`src/include/instr_exec_pkg.sv`:
```
// Package for the instruction execution unit: opcodes, carriers, flag
// layout, register map and bus answer codes.
// Assumes a SystemVerilog compiler; used by verilog/instr_exec_unit.sv.
package instr_exec_pkg;

  // ----------------------------------------------------------------------
  // Widths and constants
  // ----------------------------------------------------------------------
  localparam int          DATA_W      = 8;
  localparam int          DM_AW       = 8;
  localparam int          BIT_SEL_W   = 3;
  localparam logic [7:0]  BYTE_ONE    = 8'h01;
  localparam logic [7:0]  BYTE_ZERO   = 8'h00;
  localparam logic [7:0]  BYTE_ALL_ONES = 8'hFF;
  localparam int          NIB_W       = 4;

  // ----------------------------------------------------------------------
  // Register map (byte addresses, one 32-bit word each)
  // ----------------------------------------------------------------------
  localparam logic [7:0]  OFS_WORK       = 8'h00;
  localparam logic [7:0]  OFS_FLAGS      = 8'h04;
  localparam logic [7:0]  OFS_PTR_LOW    = 8'h08;
  localparam logic [7:0]  OFS_PTR_HIGH   = 8'h0C;
  localparam logic [7:0]  OFS_HIGH_LATCH = 8'h10;
  localparam logic [7:0]  OFS_STATUS     = 8'h14;
  localparam int          REG_AW         = 8;
  localparam logic [7:0]  RST_BYTE       = 8'h00;
  localparam logic [1:0]  RESP_OKAY      = 2'h0;
  localparam logic [1:0]  RESP_SLVERR    = 2'h2;

  // Flag bit positions inside the flag register
  localparam int FLAG_BORROW_NOT = 0;
  localparam int FLAG_NULL       = 1;
  localparam int FLAG_HALF       = 2;
  localparam int FLAG_EXCESS     = 3;
  localparam int FLAG_N          = 4;

  // ----------------------------------------------------------------------
  // Opcodes and carriers
  // ----------------------------------------------------------------------
  typedef enum logic [4:0] {
    OP_NOP,
    OP_SUB_BORROW_TO_MEM,
    OP_SUB_BORROW_TO_WORK,
    OP_MINUS_MEM,
    OP_MINUS_TO_MEM,
    OP_MINUS_IMM,
    OP_DEC_SKIP_ZERO,
    OP_DEC_TO_WORK_SKIP,
    OP_INC_SKIP_ZERO,
    OP_INC_TO_WORK_SKIP,
    OP_BYTE_SET,
    OP_BIT_SET,
    OP_SKIP_BIT_NONZERO,
    OP_SKIP_BIT_ZERO,
    OP_NIBBLE_SWAP,
    OP_NIBBLE_EXCH_TO_WORK,
    OP_SKIP_IF_ZERO,
    OP_COPY_SKIP_ZERO,
    OP_TABLE_READ_PAGED,
    OP_TABLE_READ_CURRENT,
    OP_TABLE_READ_LAST,
    OP_XOR_MEM,
    OP_EXCLUSIVE_OR_TO_MEM,
    OP_XOR_IMM
  } op_t;

  typedef struct packed {
    op_t                  op;
    logic [DM_AW-1:0]     addr;
    logic [BIT_SEL_W-1:0] bit_sel;
    logic [DATA_W-1:0]    imm;
  } instr_t;

  typedef struct packed {
    logic signed_excess_flag;
    logic half_borrow_flag;
    logic null_result_flag;
    logic borrow_not_flag;
  } flags_t;

endpackage : instr_exec_pkg

```
`src/verilog/instr_exec_unit.sv`:
```
// Execution unit for a subset of an 8-bit controller instruction set,
// with its architectural registers reachable over AXI4-Lite.
// Assumes data memory and program memory answer a read one cycle after
// the read strobe, and that decode offers one instruction at a time.
`timescale 1ns/1ps

module instr_exec_unit
  import instr_exec_pkg::*;
#(
  parameter int PAGE_W = 4,
  parameter int PW     = 16
)(
  input  wire logic                  aclk,
  input  wire logic                  aresetn,
  // Instruction from decode
  input  wire logic                  instr_valid,
  output      logic                  instr_ready,
  input  wire instr_t                instr,
  input  wire logic [PAGE_W-1:0]     current_page,
  output      logic                  done,
  output      logic                  skip,
  output      logic                  dummy_cycle,
  // Data memory
  output      logic [DM_AW-1:0]      dm_addr,
  output      logic                  dm_rd,
  output      logic                  dm_we,
  output      logic [DATA_W-1:0]     dm_wdata,
  input  wire logic [DATA_W-1:0]     dm_rdata,
  // Program memory
  output      logic [PAGE_W+7:0]     pm_addr,
  output      logic                  pm_rd,
  input  wire logic [PW-1:0]         pm_rdata,
  // Architectural state
  output      logic [DATA_W-1:0]     work_register,
  output      flags_t                flags,
  output      logic [PW-DATA_W-1:0]  table_high_latch,
  // AXI4-Lite slave
  input  wire logic [31:0]           s_axi_awaddr,
  input  wire logic                  s_axi_awvalid,
  output      logic                  s_axi_awready,
  input  wire logic [31:0]           s_axi_wdata,
  input  wire logic [3:0]            s_axi_wstrb,
  input  wire logic                  s_axi_wvalid,
  output      logic                  s_axi_wready,
  output      logic [1:0]            s_axi_bresp,
  output      logic                  s_axi_bvalid,
  input  wire logic                  s_axi_bready,
  input  wire logic [31:0]           s_axi_araddr,
  input  wire logic                  s_axi_arvalid,
  output      logic                  s_axi_arready,
  output      logic [31:0]           s_axi_rdata,
  output      logic [1:0]            s_axi_rresp,
  output      logic                  s_axi_rvalid,
  input  wire logic                  s_axi_rready
);

  // ----------------------------------------------------------------------
  // Declarations
  // ----------------------------------------------------------------------
  typedef enum logic [2:0] {
    ST_IDLE, ST_RD, ST_MEM, ST_PRD, ST_PDAT, ST_DUMMY
  } state_t;

  typedef struct packed {
    logic [DATA_W-1:0] res;
    flags_t            fl;
  } sub_t;

  localparam logic [PAGE_W-1:0] LAST_PAGE = {PAGE_W{1'b1}};

  state_t                state_ff;
  state_t                nxt_state;
  instr_t                instr_ff;
  logic [DATA_W-1:0]     work_ff;
  logic [DATA_W-1:0]     nxt_work;
  logic                  work_we;
  flags_t                flags_ff;
  flags_t                nxt_flags;
  logic                  flags_we;
  logic [PW-DATA_W-1:0]  high_latch_ff;
  logic [DATA_W-1:0]     ptr_low_ff;
  logic [PAGE_W-1:0]     ptr_high_ff;
  logic [DM_AW-1:0]      dm_addr_ff;
  logic                  dm_rd_ff;
  logic                  dm_we_ff;
  logic [DATA_W-1:0]     dm_wdata_ff;
  logic [DATA_W-1:0]     nxt_mem;
  logic                  mem_we;
  logic [PAGE_W+7:0]     pm_addr_ff;
  logic                  pm_rd_ff;
  logic                  done_ff;
  logic                  skip_ff;
  logic                  nxt_skip;
  logic                  dummy_ff;
  logic [DATA_W-1:0]     opnd;
  logic [DATA_W-1:0]     mask;
  logic [DATA_W-1:0]     dec_val;
  logic [DATA_W-1:0]     inc_val;
  logic [DATA_W-1:0]     swapped;
  logic [DATA_W-1:0]     xor_val;
  sub_t                  sub_res;
  logic                  accept;
  logic                  is_table;
  logic                  use_borrow;
  // Bus side
  logic                  aw_got_ff;
  logic                  w_got_ff;
  logic [REG_AW-1:0]     aw_addr_ff;
  logic [DATA_W-1:0]     w_data_ff;
  logic                  w_strb0_ff;
  logic                  bvalid_ff;
  logic [1:0]            bresp_ff;
  logic                  rvalid_ff;
  logic [31:0]           rdata_ff;
  logic [1:0]            rresp_ff;
  logic                  bus_wr;
  logic                  wr_hit;
  logic [REG_AW-1:0]     rd_addr;

  // ----------------------------------------------------------------------
  // Arithmetic
  // ----------------------------------------------------------------------
  function automatic sub_t subtract(input logic [DATA_W-1:0] a,
                                    input logic [DATA_W-1:0] b,
                                    input logic              bin);
    logic [DATA_W:0]    full;
    logic [NIB_W:0]     low;
    sub_t               s;
    full = {1'b0, a} - {1'b0, b} - {{DATA_W{1'b0}}, bin};
    low  = {1'b0, a[NIB_W-1:0]} - {1'b0, b[NIB_W-1:0]}
           - {{NIB_W{1'b0}}, bin};
    s.res                   = full[DATA_W-1:0];
    s.fl.borrow_not_flag    = ~full[DATA_W];
    s.fl.null_result_flag   = (full[DATA_W-1:0] == BYTE_ZERO);
    s.fl.half_borrow_flag   = low[NIB_W];
    s.fl.signed_excess_flag = (a[DATA_W-1] ^ b[DATA_W-1])
                              & (a[DATA_W-1] ^ full[DATA_W-1]);
    return s;
  endfunction : subtract

  assign accept   = instr_valid & (state_ff == ST_IDLE);
  assign is_table = (instr.op == OP_TABLE_READ_PAGED)
                    | (instr.op == OP_TABLE_READ_CURRENT)
                    | (instr.op == OP_TABLE_READ_LAST);
  assign opnd     = ((instr_ff.op == OP_MINUS_IMM)
                     | (instr_ff.op == OP_XOR_IMM))
                    ? instr_ff.imm : dm_rdata;
  assign mask     = BYTE_ONE << instr_ff.bit_sel;
  assign dec_val  = dm_rdata - BYTE_ONE;
  assign inc_val  = dm_rdata + BYTE_ONE;
  assign swapped  = {dm_rdata[NIB_W-1:0], dm_rdata[DATA_W-1:NIB_W]};
  assign xor_val  = work_ff ^ opnd;
  assign use_borrow = (instr_ff.op == OP_SUB_BORROW_TO_MEM)
                      | (instr_ff.op == OP_SUB_BORROW_TO_WORK);
  // Borrow-in is the inverse of the stored borrow_not flag for the two borrow ops, zero for the others
  assign sub_res  = subtract(work_ff, opnd,
                             use_borrow & ~flags_ff.borrow_not_flag);

  // ----------------------------------------------------------------------
  // Per-instruction result selection, valid in ST_MEM
  // ----------------------------------------------------------------------
  always_comb
  begin
    nxt_work  = work_ff;
    nxt_flags = flags_ff;
    nxt_mem   = dm_rdata;
    work_we   = 1'b0;
    flags_we  = 1'b0;
    mem_we    = 1'b0;
    nxt_skip  = 1'b0;
    if (state_ff == ST_MEM)
    begin
      case (instr_ff.op)
        OP_SUB_BORROW_TO_MEM, OP_MINUS_TO_MEM:
        begin
          nxt_mem   = sub_res.res;
          mem_we    = 1'b1;
          nxt_flags = sub_res.fl;
          flags_we  = 1'b1;
        end
        OP_SUB_BORROW_TO_WORK, OP_MINUS_MEM, OP_MINUS_IMM:
        begin
          nxt_work  = sub_res.res;
          work_we   = 1'b1;
          nxt_flags = sub_res.fl;
          flags_we  = 1'b1;
        end
        OP_DEC_SKIP_ZERO:
        begin
          nxt_mem  = dec_val;
          mem_we   = 1'b1;
          nxt_skip = (dec_val == BYTE_ZERO);
        end
        OP_DEC_TO_WORK_SKIP:
        begin
          nxt_work = dec_val;
          work_we  = 1'b1;
          nxt_skip = (dec_val == BYTE_ZERO);
        end
        OP_INC_SKIP_ZERO:
        begin
          nxt_mem  = inc_val;
          mem_we   = 1'b1;
          nxt_skip = (inc_val == BYTE_ZERO);
        end
        OP_INC_TO_WORK_SKIP:
        begin
          nxt_work = inc_val;
          work_we  = 1'b1;
          nxt_skip = (inc_val == BYTE_ZERO);
        end
        OP_BYTE_SET:
        begin
          nxt_mem = BYTE_ALL_ONES;
          mem_we  = 1'b1;
        end
        OP_BIT_SET:
        begin
          nxt_mem = dm_rdata | mask;
          mem_we  = 1'b1;
        end
        OP_SKIP_BIT_NONZERO: nxt_skip = |(dm_rdata & mask);
        OP_SKIP_BIT_ZERO:    nxt_skip = ~|(dm_rdata & mask);
        OP_NIBBLE_SWAP:
        begin
          nxt_mem = swapped;
          mem_we  = 1'b1;
        end
        OP_NIBBLE_EXCH_TO_WORK:
        begin
          nxt_work = swapped;
          work_we  = 1'b1;
        end
        OP_SKIP_IF_ZERO: nxt_skip = (dm_rdata == BYTE_ZERO);
        OP_COPY_SKIP_ZERO:
        begin
          nxt_work = dm_rdata;
          work_we  = 1'b1;
          nxt_skip = (dm_rdata == BYTE_ZERO);
        end
        OP_XOR_MEM, OP_XOR_IMM:
        begin
          nxt_work = xor_val;
          work_we  = 1'b1;
          nxt_flags.null_result_flag = (xor_val == BYTE_ZERO);
          flags_we = 1'b1;
        end
        OP_EXCLUSIVE_OR_TO_MEM:
        begin
          nxt_mem  = xor_val;
          mem_we   = 1'b1;
          nxt_flags.null_result_flag = (xor_val == BYTE_ZERO);
          flags_we = 1'b1;
        end
        default: ;
      endcase
    end
  end

  // ----------------------------------------------------------------------
  // Sequencer
  // ----------------------------------------------------------------------
  always_comb
  begin
    case (state_ff)
      ST_IDLE:  nxt_state = accept ? (is_table ? ST_PRD : ST_RD) : ST_IDLE;
      ST_RD:    nxt_state = ST_MEM;
      ST_MEM:   nxt_state = nxt_skip ? ST_DUMMY : ST_IDLE;
      ST_PRD:   nxt_state = ST_PDAT;
      ST_PDAT:  nxt_state = ST_IDLE;
      ST_DUMMY: nxt_state = ST_IDLE;
      default:  nxt_state = ST_IDLE;
    endcase
  end

  always_ff @(posedge aclk)
  begin
    if (!aresetn)
      state_ff <= ST_IDLE;
    else
      state_ff <= nxt_state;
  end

  always_ff @(posedge aclk)
  begin
    if (!aresetn)
      instr_ff <= '0;
    else if (accept)
      instr_ff <= instr;
  end

  // Completion, skip and dummy fetch indications
  always_ff @(posedge aclk)
  begin
    if (!aresetn)
    begin
      done_ff  <= 1'b0;
      skip_ff  <= 1'b0;
      dummy_ff <= 1'b0;
    end
    else
    begin
      done_ff  <= (state_ff == ST_MEM) | (state_ff == ST_PDAT);
      skip_ff  <= (state_ff == ST_MEM) & nxt_skip;
      dummy_ff <= (state_ff == ST_MEM) & nxt_skip;
    end
  end

  // ----------------------------------------------------------------------
  // Data and program memory ports
  // ----------------------------------------------------------------------
  always_ff @(posedge aclk)
  begin
    if (!aresetn)
    begin
      dm_addr_ff  <= '0;
      dm_rd_ff    <= 1'b0;
      dm_we_ff    <= 1'b0;
      dm_wdata_ff <= RST_BYTE;
    end
    else
    begin
      dm_rd_ff <= accept & ~is_table;
      dm_we_ff <= mem_we | (state_ff == ST_PDAT);
      if (accept)
        dm_addr_ff <= instr.addr;
      if (state_ff == ST_PDAT)
        dm_wdata_ff <= pm_rdata[DATA_W-1:0];
      else if (mem_we)
        dm_wdata_ff <= nxt_mem;
    end
  end

  always_ff @(posedge aclk)
  begin
    if (!aresetn)
    begin
      pm_addr_ff <= '0;
      pm_rd_ff   <= 1'b0;
    end
    else
    begin
      pm_rd_ff <= accept & is_table;
      if (accept)
      begin
        case (instr.op)
          OP_TABLE_READ_PAGED:
            pm_addr_ff <= {ptr_high_ff, ptr_low_ff};
          OP_TABLE_READ_CURRENT:
            pm_addr_ff <= {current_page, ptr_low_ff};
          OP_TABLE_READ_LAST:
            pm_addr_ff <= {LAST_PAGE, ptr_low_ff};
          default:               pm_addr_ff <= pm_addr_ff;
        endcase
      end
    end
  end

  always_ff @(posedge aclk)
  begin
    if (!aresetn)
      high_latch_ff <= '0;
    else if (state_ff == ST_PDAT)
      high_latch_ff <= pm_rdata[PW-1:DATA_W];
  end

  // ----------------------------------------------------------------------
  // Work register, flags and table pointers
  // ----------------------------------------------------------------------
  // Execution wins over a bus write landing in the same cycle
  always_ff @(posedge aclk)
  begin
    if (!aresetn)
      work_ff <= RST_BYTE;
    else if (work_we)
      work_ff <= nxt_work;
    else if (wr_hit && aw_addr_ff == OFS_WORK)
      work_ff <= w_data_ff;
  end

  always_ff @(posedge aclk)
  begin
    if (!aresetn)
      flags_ff <= '0;
    else if (flags_we)
      flags_ff <= nxt_flags;
    else if (wr_hit && aw_addr_ff == OFS_FLAGS)
      flags_ff <= w_data_ff[FLAG_N-1:0];
  end

  always_ff @(posedge aclk)
  begin
    if (!aresetn)
    begin
      ptr_low_ff  <= RST_BYTE;
      ptr_high_ff <= '0;
    end
    else
    begin
      if (wr_hit && aw_addr_ff == OFS_PTR_LOW)
        ptr_low_ff <= w_data_ff;
      if (wr_hit && aw_addr_ff == OFS_PTR_HIGH)
        ptr_high_ff <= w_data_ff[PAGE_W-1:0];
    end
  end

  // ----------------------------------------------------------------------
  // AXI4-Lite slave
  // ----------------------------------------------------------------------
  assign bus_wr = aw_got_ff & w_got_ff & ~bvalid_ff;
  assign wr_hit = bus_wr & w_strb0_ff;

  always_ff @(posedge aclk)
  begin
    if (!aresetn)
    begin
      aw_got_ff  <= 1'b0;
      w_got_ff   <= 1'b0;
      aw_addr_ff <= '0;
      w_data_ff  <= RST_BYTE;
      w_strb0_ff <= 1'b0;
      bvalid_ff  <= 1'b0;
      bresp_ff   <= RESP_OKAY;
    end
    else
    begin
      if (s_axi_awvalid && s_axi_awready)
      begin
        aw_got_ff  <= 1'b1;
        aw_addr_ff <= s_axi_awaddr[REG_AW-1:0];
      end
      if (s_axi_wvalid && s_axi_wready)
      begin
        w_got_ff   <= 1'b1;
        w_data_ff  <= s_axi_wdata[DATA_W-1:0];
        w_strb0_ff <= s_axi_wstrb[0];
      end
      if (bus_wr)
      begin
        bvalid_ff <= 1'b1;
        aw_got_ff <= 1'b0;
        w_got_ff  <= 1'b0;
        bresp_ff  <= (aw_addr_ff == OFS_WORK || aw_addr_ff == OFS_FLAGS
                      || aw_addr_ff == OFS_PTR_LOW
                      || aw_addr_ff == OFS_PTR_HIGH)
                     ? RESP_OKAY : RESP_SLVERR;
      end
      else if (bvalid_ff && s_axi_bready)
        bvalid_ff <= 1'b0;
    end
  end

  assign rd_addr = s_axi_araddr[REG_AW-1:0];

  always_ff @(posedge aclk)
  begin
    if (!aresetn)
    begin
      rvalid_ff <= 1'b0;
      rdata_ff  <= '0;
      rresp_ff  <= RESP_OKAY;
    end
    else if (s_axi_arvalid && s_axi_arready)
    begin
      rvalid_ff <= 1'b1;
      rresp_ff  <= RESP_OKAY;
      case (rd_addr)
        OFS_WORK:       rdata_ff <= {24'h000000, work_ff};
        OFS_FLAGS:      rdata_ff <= {28'h0000000, flags_ff};
        OFS_PTR_LOW:    rdata_ff <= {24'h000000, ptr_low_ff};
        OFS_PTR_HIGH:   rdata_ff <= 32'(ptr_high_ff);
        OFS_HIGH_LATCH: rdata_ff <= 32'(high_latch_ff);
        OFS_STATUS:     rdata_ff <= {31'h0, state_ff != ST_IDLE};
        default:
        begin
          rdata_ff <= '0;
          rresp_ff <= RESP_SLVERR;
        end
      endcase
    end
    else if (rvalid_ff && s_axi_rready)
      rvalid_ff <= 1'b0;
  end

  // ----------------------------------------------------------------------
  // Outputs
  // ----------------------------------------------------------------------
  assign instr_ready      = (state_ff == ST_IDLE);
  assign done             = done_ff;
  assign skip             = skip_ff;
  assign dummy_cycle      = dummy_ff;
  assign dm_addr          = dm_addr_ff;
  assign dm_rd            = dm_rd_ff;
  assign dm_we            = dm_we_ff;
  assign dm_wdata         = dm_wdata_ff;
  assign pm_addr          = pm_addr_ff;
  assign pm_rd            = pm_rd_ff;
  assign work_register    = work_ff;
  assign flags            = flags_ff;
  assign table_high_latch = high_latch_ff;
  assign s_axi_awready    = ~aw_got_ff & ~bvalid_ff;
  assign s_axi_wready     = ~w_got_ff & ~bvalid_ff;
  assign s_axi_bvalid     = bvalid_ff;
  assign s_axi_bresp      = bresp_ff;
  assign s_axi_arready    = ~rvalid_ff;
  assign s_axi_rvalid     = rvalid_ff;
  assign s_axi_rdata      = rdata_ff;
  assign s_axi_rresp      = rresp_ff;

endmodule : instr_exec_unit

```
`config.mk`:
```
export PLATFORM = sky130hd
export DESIGN_NAME = instr_exec_unit
export DESIGN_NICKNAME = d
export VERILOG_FILES = /design/src/include/instr_exec_pkg.sv /design/src/verilog/instr_exec_unit.sv
export SDC_FILE = /design/constraint.sdc
export NUM_CORES = 1
export LEC_CHECK = 0
export ABC_AREA = 1
export BUFFER_PORTS_ARGS = -buffer_cell sky130_fd_sc_hd__buf_2
export CELL_PAD_IN_SITES_DETAIL_PLACEMENT = 1
export CELL_PAD_IN_SITES_GLOBAL_PLACEMENT = 2
export CORE_ASPECT_RATIO = 0.75
export CORE_MARGIN = 3
export CORE_UTILIZATION = 28
export CTS_BUF_LIST = sky130_fd_sc_hd__clkbuf_4
export DETAILED_ROUTE_END_ITERATION = 12
export PLACE_DENSITY_LB_ADDON = 0.1
export SLEW_MARGIN = 20
export SYNTH_ARGS = -nofsm -noshare
export SYNTH_HDL_FRONTEND = slang
export SYNTH_SLANG_ARGS = --single-unit
```
`constraint.sdc`:
```
create_clock -name aclk -period 6.02 [get_ports aclk]
set_input_delay 0.903 -clock aclk [delete_from_list [all_inputs] [get_ports aclk]]
set_output_delay 0.903 -clock aclk [all_outputs]
set_load 0.005 [all_outputs]
```
==> impl_metrics.csv, run 1 <==
group,metric,value,unit
outcome,status,"finished clean",
yosys,synth_top_flop_cell,"dfxtp_1",
clock_tree,cts_resized,0,
power_and_ir_drop,power.density,223,mW/mm2
critical_path,r2r_start,"instr_ff[19]$_SDFFE_PN0P_",
die,fp.dieW,188,um
min_path,hold_path_depth,2,
min_path,hp-class,"reg -> reg",
yosys,synth-seq-cells,115,
timing,maxSlewViolCount,0,
drt,wl_met3,2.34,mm
grt,grt-ovfl-total,0,
critical_path,reg2reg_slack,1.84,ns
critical_path,ff2ff_path_depth,18,
critical_path,cp-end-kind,"flip-flop",
critical_path,criticalPathCategory,"reg -> reg",
min_path,hp-start,"aw_addr_ff[4]$_SDFFE_PN0P_",
yosys,synth_area,0.00693,mm2
critical_path,crit_arrival,4.59,ns
layout,nets,1391,
layout,syn_to_final_growth,18.0,%
clock_tree,clockBufferDepth,2,
grt,antenna_found_initial,2,
yosys,syn_area_per_cell,6.48,um2
drt,vias,7588,
timing,post-route-period-util,69.4,%
critical_path,path_max_fanout,15,
timing,setup_viol_count_final,0,
yosys,ys_types,45,
clock_tree,cts.sinks,115,
critical_path,worstSetupStartpoint,"instr_ff[19]$_SDFFE_PN0P_",
grt,track_usage,21.6,%
drt,via_per_inst,4.87,
yosys,ys_warn_count,0,
die,core_area,0.0242,mm2
clock_tree,holdBufCountCts,0,
timing,fin_crit,4.18,ns
clock_tree,cts_inserted_buffers,17,
timing,rsz0062_at_grt,"no",
clock_tree,clkLatencyLatePin,0.54,ns
clock_tree,postCtsSetupBuffers,0,
drt,wl_met1,14.8,mm
drt,detail-route-antenna-nets,0,
timing,worst_clock_skew,0.0176,ns
placement,hpwlAfterDp,23.2,mm
grt,grt_pass1_wl,44.4,mm
layout,drive_above_1_share,18.0,%
yosys,seq_area_frac_synth,33.2,%
grt,grt_pass1_vias,7555,
die,dieArea,0.0267,mm2
clock_tree,clk_pin_slew,0.11,ns
timing,finalHoldViolCount,0,
drt,drcViolationCount,0,
critical_path,timing.rr.end,"dm_wdata[7]$_SDFFE_PN0P_",
clock_tree,root_buffer,"clkbuf_4",
grt,grt_max_degree,67,
yosys,syn_inst,1069,
timing,relSlewSlack,46.5,%
drt,top_layer,"met5",
power_and_ir_drop,p_leak,3.88,nW
drt,routed_wl,28.9,mm
timing,setup_tns,0,ns
clock_tree,htree_num_levels,4,
min_path,hold_end,"aw_addr_ff[4]$_SDFFE_PN0P_",
die,initial_utilization,28.7,%
power_and_ir_drop,vdd_drop_max,0.0841,mV
layout,final_common_cell,"nand2_1",
clock_tree,cts_tree,"done",
die,die_h,142,um
job,cap_viol_max_count,0,
drt,drt_iter0_drc,449,
drt,route.met2.wl,11.4,mm
die,rows,49,
die,pin_count,256,
placement,place_congestion,0.915,
placement,io_buffer_count,154,
yosys,synth_edf_count,0,
drt,drt-pass1-iter-count,5,
timing,whs,0.469,ns
yosys,ys_async_sr_fraction,0,%
layout,final_cell_mix,"244 x nand2_1, 154 x buf_2, 120 x inv_1",
critical_path,required,6.43,ns
critical_path,start_kind,"flip-flop",
drt,wl_per_cell,18.5,um
timing,clock.fmax,239,MHz
timing,worst_pin_slew,0.794,ns
==> worst max-delay path, cell delays in order (launching register included) <==
cell     delay, ns
dfxtp_1       0.65
inv_1         0.20
nor2_2        0.30
nand3_2       0.21
nand2_2       0.27
o21ai_0       0.34
ha_1          0.52
inv_1         0.11
ha_1          0.37
nand2_1       0.09
nand2_1       0.07
a21oi_1       0.18
nand2_1       0.08
nand2_1       0.09
nand2_1       0.13
nand2_1       0.14
nand3_1       0.14
nand2_1       0.09
a21oi_1       0.06
==> where the power goes <==
group | leakage, nW | switching (W) | internal [W]
logic | 2.79 | 0.000275 | 0.000128
registers | 0.938 | 0.0000354 | 0.000796
clock network | 0.151 | 0.000304 | 0.000282
total | 3.88 | 0.000615 | 0.00121
==> flip-flops by register name (all words and copies together) (netlist names), 3 cells and up <==
register,cells
instr_ff,16
pm_addr,12
aw_addr_ff,8
dm_addr,8
dm_wdata,8
ptr_low_ff,8
s_axi_rdata,8
table_high_latch,8
w_data_ff,8
work_register,8
flags,4
ptr_high_ff,4
state_ff,3
==> kinds of logic after synthesis <==
group           Yosys count  synth area share (%)
xor+xnor                  9                  1.14
buf+inv                 188                  12.0
fa+ha+maj                19                  3.65
flops                   115                  33.2
compound gates          245                  19.2
simple gates            492                  30.8
other cells               1                0.0541
==> final cells by class <==
type | count | area, um2
multi-input cells | 791 | 3890
fillers | 3229 | 16000
well taps | 331 | 414
clock inverters | 14 | 144
clock buffers | 18 | 135
repair buffers | 158 | 801
inverters | 129 | 487
flip-flops and latches | 115 | 2300
diodes | 1 | 2.50
==> synthesized netlist by cell type, types with 2 or more instances <==
| cell | number | area [um2] |
|---|---|---|
| o22ai_1 | 26 | 163 |
| inv_2 | 3 | 11.3 |
| nor2_1 | 113 | 424 |
| nand2_1 | 244 | 916 |
| nor2_2 | 3 | 18.8 |
| xor2_1 | 8 | 70.1 |
| or2_0 | 2 | 12.5 |
| o21a_1 | 3 | 22.5 |
| nand2_2 | 14 | 87.6 |
| nand3b_1 | 4 | 30.0 |
| ha_1 | 17 | 213 |
| a211oi_1 | 8 | 60.1 |
| o21ai_0 | 97 | 485 |
| nor2_4 | 2 | 22.5 |
| buf_4 | 28 | 210 |
| nor3_1 | 22 | 110 |
| a31oi_1 | 3 | 18.8 |
| clkinv_1 | 5 | 18.8 |
| inv_1 | 120 | 450 |
| nand3_1 | 59 | 295 |
| buf_1 | 2 | 7.51 |
| nand4_1 | 14 | 87.6 |
| buf_2 | 3 | 15.0 |
| nor3b_1 | 2 | 15.0 |
| nand3_2 | 4 | 40.0 |
| o21ai_2 | 2 | 17.5 |
| o21ai_1 | 2 | 10.0 |
| dfxtp_1 | 115 | 2300 |
| fa_1 | 2 | 40.0 |
| o211ai_1 | 7 | 52.6 |
| clkbuf_1 | 24 | 90.1 |
| buf_6 | 2 | 22.5 |
| or2_2 | 5 | 31.3 |
| a21oi_1 | 93 | 465 |
==> worst max path at each step <==
stage | cells past startpoint | endpoint
6_report | 18 | dm_wdata[7]$_SDFFE_PN0P_
5_1_grt | 18 | flags[1]$_SDFFE_PN0P_
4_1_cts | 18 | flags[1]$_SDFFE_PN0P_
3_5_place_dp | 19 | flags[1]$_SDFFE_PN0P_
3_3_place_gp | 16 | dm_wdata[7]$_SDFFE_PN0P_
2_1_floorplan | 14 | flags[3]$_SDFFE_PN0P_
==> through the flow <==
stage,cell area [um2],power (W),cells,utilization [%],setup WS [ns]
final,8170,0.00182,1557,33.8,1.84
after detailed placement,7890,0.00125,1524,32.7,1.97
after global routing,8170,0.00193,1557,33.8,1.47
after CTS,8170,0.00184,1556,33.8,1.93
after floorplan,7020,0.00110,1094,-,3.08
after global placement,7890,0.00125,1524,32.7,1.95
==> routing by layer <==
layer  up-vias  global-route usage [%]
met1      3563                    32.9
met5         -                       0
met4         2                    4.97
li1       3754                       -
met2       245                    29.9
met3        24                    5.74
(Power assumes the default switching activity.)
==> run 2: changes to the inputs <==
--- a/config.mk
+++ b/config.mk
@@ -11,7 +11,7 @@
 export CELL_PAD_IN_SITES_GLOBAL_PLACEMENT = 2
 export CORE_ASPECT_RATIO = 0.75
 export CORE_MARGIN = 3
-export CORE_UTILIZATION = 28
+export CORE_UTILIZATION = 24
 export CTS_BUF_LIST = sky130_fd_sc_hd__clkbuf_4
 export DETAILED_ROUTE_END_ITERATION = 12
 export PLACE_DENSITY_LB_ADDON = 0.1
==> constraint.sdc (replaced) <==
create_clock -name aclk -period 3.5 [get_ports aclk]
set_input_delay 0.525 -clock aclk [delete_from_list [all_inputs] [get_ports aclk]]
set_output_delay 0.525 -clock aclk [all_outputs]
set_load 0.005 [all_outputs]
==> impl_metrics.csv, run 2 (synthesis gave the netlist of run 1 again) <==
group,metric,value,unit
outcome,status,"finished clean",
power_and_ir_drop,swShare,34.2,%
job,cap_viol_max_count,0,
timing,relSlewSlack,51.2,%
clock_tree,holdBufCountCts,0,
timing,setup_viol_count_final,0,
timing,fin_crit,3.24,ns
layout,final_cell_mix,"244 x nand2_1, 154 x buf_2, 119 x inv_1",
power_and_ir_drop,clock_power_share,32.3,%
power_and_ir_drop,p_int,0.00212,W
layout,regArea,0.00230,mm2
grt,track_usage,19.8,%
placement,place_area,0.00828,mm2
timing,worst_clock_skew,0.0222,ns
grt,grt_max_degree,35,
grt,grt_pass1_wl,46.4,mm
die,fp.dieW,202,um
critical_path,criticalPathCategory,"reg -> reg",
die,initial_utilization,24.5,%
drt,drcViolationCount,0,
drt,drt_iter0_drc,422,
drt,via_per_inst,4.61,
grt,grt_pass1_vias,7463,
critical_path,start_kind,"flip-flop",
die,die_h,153,um
timing,worst_pin_slew,0.729,ns
placement,hpwlAfterDp,25.2,mm
layout,fillerInstances,3706,
critical_path,cp-end-kind,"flip-flop",
placement,place_congestion,0.876,
layout,multi_input_area,0.00389,mm2
timing,maxSlewViolCount,0,
timing,clock.fmax,308,MHz
power_and_ir_drop,p_leak,4.08,nW
drt,wl_per_cell,18.8,um
timing,finalHoldViolCount,0,
die,rows,53,
layout,post-route-util,30.3,%
critical_path,required,3.97,ns
clock_tree,postCtsSetupBuffers,0,
drt,drt-pass1-iter-count,5,
timing,whs,0.215,ns
clock_tree,htree_num_levels,4,
timing,rsz0062_at_grt,"no",
timing,setup_tns,0,ns
clock_tree,cts_tree,"done",
layout,nets,1434,
critical_path,crit_arrival,3.72,ns
timing,fin_ws,0.255,ns
placement,dpl_worst_slack,0.243,ns
drt,vias,7621,
min_path,hp-class,"in -> reg",
power_and_ir_drop,vdd_drop_max,0.168,mV
clock_tree,root_buffer,"clkbuf_4",
drt,routed_wl,31.1,mm
die,dieArea,0.0310,mm2
grt,antenna_found_initial,4,
clock_tree,cts_resized,0,
drt,detail-route-antenna-nets,0,
clock_tree,cts.sinks,115,
layout,largest_register_ffs,16,
clock_tree,clkLatencyLatePin,0.55,ns
die,core_area,0.0282,mm2
clock_tree,cts_inserted_buffers,17,
power_and_ir_drop,power.density,376,mW/mm2
layout,largest_register,"instr_ff",
power_and_ir_drop,p_switching,0.00110,W
power_and_ir_drop,pwr-share-seq,44.1,%
power_and_ir_drop,comb_power_share,23.6,%
clock_tree,clk_pin_slew,0.11,ns
die,pin_count,256,
clock_tree,clockBufferDepth,2,
critical_path,path_max_fanout,4,
layout,final_common_cell,"nand2_1",
layout,syn_to_final_growth,23.7,%
timing,post-route-period-util,92.7,%
layout,design_area,0.00857,mm2
grt,grt-ovfl-total,0,
layout,drive_above_1_share,21.0,%
placement,io_buffer_count,154,
-- run 2: changes by cell type in the layout (fill, tap and decap cells not counted), sizes merged --
cell,change
clkinvlp,+2
clkinv,-3
buf,+43
-- run 2: layer usage --
layer | wire length [um] | vias up | track usage [%]
met3 | 1780 | 16 | 4.98
met1 | 16600 | 3578 | 30.7
met5 | 37 | - | 0
met2 | 12400 | 185 | 27.6
li1 | - | 3838 | -
met4 | 173 | 4 | 3.20
-- run 2: path summary, 6_finish.rpt --
kind	startpoint	endpoint	slack, ns	cells after the start
min reg2reg	aw_addr_ff[4]$_SDFFE_PN0P_	aw_addr_ff[4]$_SDFFE_PN0P_	0.46	2
max	instr_ff[20]$_SDFFE_PN0P_	dm_wdata[4]$_SDFFE_PN0P_	0.26	19
max reg2reg	instr_ff[20]$_SDFFE_PN0P_	dm_wdata[4]$_SDFFE_PN0P_	0.26	19
min	instr[11]	dm_addr[0]$_SDFFE_PN0P_	0.21	3
-- run 2: worst max-delay path, stage by stage (launching register included) --
cell,delay [ns]
dfxtp_1,0.38
nand2_1,0.12
inv_2,0.14
nand3_2,0.13
buf_4,0.16
nand3_1,0.10
nand2_1,0.10
fa_1,0.51
fa_1,0.42
nand2_1,0.14
nand2_1,0.07
nand2_1,0.12
inv_1,0.07
nand2_1,0.06
nand2_1,0.12
inv_1,0.11
nand2_1,0.05
nand3b_1,0.16
nand2_1,0.07
a21oi_1,0.12
-- run 2: layout make-up --
type | instances | area share (%)
Clock inverter | 13 | 1.66
Clock buffer | 18 | 1.58
Tap cell | 385 | 5.62
Inverter | 129 | 5.68
Timing Repair Buffer | 201 | 13.1
Sequential cell | 115 | 26.9
Antenna cell | 1 | 0.0292
Multi-Input combinational cell | 791 | 45.4
-- run 2: per-stage QoR --
| step | std cells | total power [W] |
|---|---|---|
| 2_1_floorplan | 1094 | 0.00189 |
| 3_3_place_gp | 1621 | 0.00221 |
| 3_5_place_dp | 1621 | 0.00221 |
| 4_1_cts | 1652 | 0.00327 |
| 5_1_grt | 1653 | 0.00343 |
| 6_report | 1653 | 0.00322 |
-- run 2: power by group through the flow --
| stage | sequential [W] | combinational [W] | clock, W |
|---|---|---|---|
| 2_1_floorplan | 0.00143 | 0.000455 | 0 |
| 3_3_place_gp | 0.00145 | 0.000761 | 0 |
| 3_5_place_dp | 0.00145 | 0.000763 | 0 |
| 4_1_cts | 0.00142 | 0.000766 | 0.00109 |
| 5_1_grt | 0.00143 | 0.000862 | 0.00114 |
| 6_report | 0.00142 | 0.000763 | 0.00104 |
==> run 3: changes to the inputs <==
--- a/config.mk
+++ b/config.mk
@@ -11,10 +11,10 @@
 export CELL_PAD_IN_SITES_GLOBAL_PLACEMENT = 2
 export CORE_ASPECT_RATIO = 0.75
 export CORE_MARGIN = 3
-export CORE_UTILIZATION = 24
+export CORE_UTILIZATION = 28
 export CTS_BUF_LIST = sky130_fd_sc_hd__clkbuf_4
 export DETAILED_ROUTE_END_ITERATION = 12
-export PLACE_DENSITY_LB_ADDON = 0.1
+export PLACE_DENSITY = 0.87
 export SLEW_MARGIN = 20
 export SYNTH_ARGS = -nofsm -noshare
 export SYNTH_HDL_FRONTEND = slang
==> constraint.sdc (replaced) <==
create_clock -name aclk -period 3.85 [get_ports aclk]
set_input_delay 0.5775 -clock aclk [delete_from_list [all_inputs] [get_ports aclk]]
set_output_delay 0.5775 -clock aclk [all_outputs]
set_load 0.005 [all_outputs]
==> impl_metrics.csv, run 3 (synthesis gave the netlist of run 1 again) <==
group,metric,value,unit
min_path,hold_path_depth,3,
drt,routed_wl,28.4,mm
placement,place_congestion,0.959,
drt,route.met2.wl,11.5,mm
clock_tree,root_buffer,"clkbuf_4",
clock_tree,postCtsSetupBuffers,0,
grt,grt-ovfl-total,0,
grt,grt_max_degree,55,
layout,diodes,0,
clock_tree,cts_tree,"done",
power_and_ir_drop,design_power_total,0.00300,W
timing,maxSlewViolCount,0,
die,rows,49,
timing,relSlewSlack,38.9,%
drt,vias,7672,
layout,largest_register,"instr_ff",
critical_path,start_kind,"flip-flop",
grt,grt_pass1_vias,7610,
die,die_h,142,um
critical_path,critPathSlowestCell,"o21ai_0",
drt,drcViolationCount,0,
clock_tree,htree_num_levels,4,
clock_tree,clockBufferDepth,2,
layout,drive_above_1_share,19.3,%
timing,finalHoldViolCount,0,
timing,post-route-period-util,92.0,%
drt,detail-route-antenna-nets,0,
power_and_ir_drop,vdd_drop_max,0.235,mV
placement,dpl_worst_slack,0.432,ns
timing,setup_viol_count_final,0,
drt,top_layer,"met5",
grt,grt_pass1_wl,43.8,mm
drt,wl_per_cell,18.1,um
placement,hpwlAfterDp,22.9,mm
power_and_ir_drop,power.density,360,mW/mm2
clock_tree,clk_pin_slew,0.12,ns
critical_path,reg2reg_slack,0.31,ns
layout,post-route-util,34.5,%
placement,io_buffer_count,154,
clock_tree,cts.sinks,115,
critical_path,path_max_fanout,12,
job,cap_viol_max_count,0,
critical_path,cp-end-kind,"flip-flop",
critical_path,crit_chain,"nor2_4 -> nand3_2 -> nand2_2 -> buf_4 -> o21ai_0 -> ha_1 -> inv_1 -> ha_1 -> a21oi_1 -> o21a_1 -> nand2_1 -> or2_2 -> nand3_1 -> nand2_1 -> nand2_1 -> a21oi_1",
die,dieArea,0.0267,mm2
grt,track_usage,21.0,%
critical_path,cpMostUsedCell,"nand2_1",
min_path,hp-class,"in -> reg",
placement,dp.cells,1539,
layout,final_cell_mix,"244 x nand2_1, 154 x buf_2, 120 x inv_1",
clock_tree,cts_resized,0,
critical_path,r2r_start,"instr_ff[22]$_SDFFE_PN0P_",
min_path,hold_end,"dm_addr[4]$_SDFFE_PN0P_",
timing,setup_tns,0,ns
clock_tree,cts_inserted_buffers,17,
die,core_area,0.0242,mm2
timing,fin_crit,3.54,ns
critical_path,crit_arrival,3.94,ns
clock_tree,holdBufCountCts,0,
power_and_ir_drop,p_leak,3.99,nW
drt,wl_met3,2.03,mm
clock_tree,clkLatencyLatePin,0.54,ns
timing,rsz0062_at_grt,"no",
layout,nets,1406,
layout,largest_register_ffs,16,
critical_path,max_stage_delay,0.59,ns
timing,worst_clock_skew,0.0272,ns
die,initial_utilization,28.7,%
outcome,status,"finished clean",
critical_path,ff2ff_path_depth,16,
timing,fin_ws,0.309,ns
drt,wl_met1,14.5,mm
critical_path,required,4.25,ns
layout,final_common_cell,"nand2_1",
die,fp.dieW,188,um
timing,clock.fmax,282,MHz
drt,drt_iter0_drc,471,
layout,syn_to_final_growth,20.2,%
layout,fin_cells,1571,
die,pin_count,256,
grt,antenna_found_initial,1,
drt,drt-pass1-iter-count,5,
critical_path,timing.rr.end,"flags[0]$_SDFFE_PN0P_",
critical_path,criticalPathCategory,"reg -> reg",
drt,via_per_inst,4.88,
timing,worst_pin_slew,0.914,ns
min_path,hp-start,"instr[15]",
run 3: through the flow:
stage | cell area, um2 | hold WS [ns]
2_1_floorplan | 7020 | 0.430
3_3_place_gp | 8010 | 0.442
3_5_place_dp | 8010 | 0.452
4_1_cts | 8330 | 0.219
5_1_grt | 8330 | 0.253
6_report | 8330 | 0.287
run 3: worst max path at each step:
stage | from | endpoint
global placement | instr_ff[22]$_SDFFE_PN0P_ | flags[0]$_SDFFE_PN0P_
CTS | instr_ff[21]$_SDFFE_PN0P_ | dm_wdata[7]$_SDFFE_PN0P_
finish | instr_ff[22]$_SDFFE_PN0P_ | flags[0]$_SDFFE_PN0P_
floorplan | instr_ff[20]$_SDFFE_PN0P_ | flags[0]$_SDFFE_PN0P_
detailed placement | instr_ff[21]$_SDFFE_PN0P_ | dm_wdata[7]$_SDFFE_PN0P_
global route | instr_ff[21]$_SDFFE_PN0P_ | dm_wdata[7]$_SDFFE_PN0P_
run 3: cell type report:
cell class | count | area, um2
multi-input combinational | 791 | 3890
tap | 331 | 414
inverter | 129 | 487
fill | 3222 | 15800
clock buffer | 18 | 135
clock inverter | 14 | 191
sequential | 115 | 2300
timing repair buffer | 173 | 913
run 3: worst max-delay path, delay by kind of cell (launching register included):
kind                       cells  cell delay (ns)
and+or+nand+nor                8             0.95
adders and majority gates      2             0.67
AOI/OAI and AO/OA              4             0.96
buffers and inverters          2             0.27
DFF                            1             0.54
run 3: layer usage:
layer	vias to the layer above	global-route usage [%]
met5	-	0
met4	2	4.54
met3	29	5.42
met2	222	30.3
met1	3638	31.3
li1	3781	-
run 3: where the power goes:
part | total (W) | internal, W | switching, W
sequential | 0.00129 | 0.00124 | 0.0000473
clock | 0.00106 | 0.000575 | 0.000487
combinational | 0.000645 | 0.000215 | 0.000430
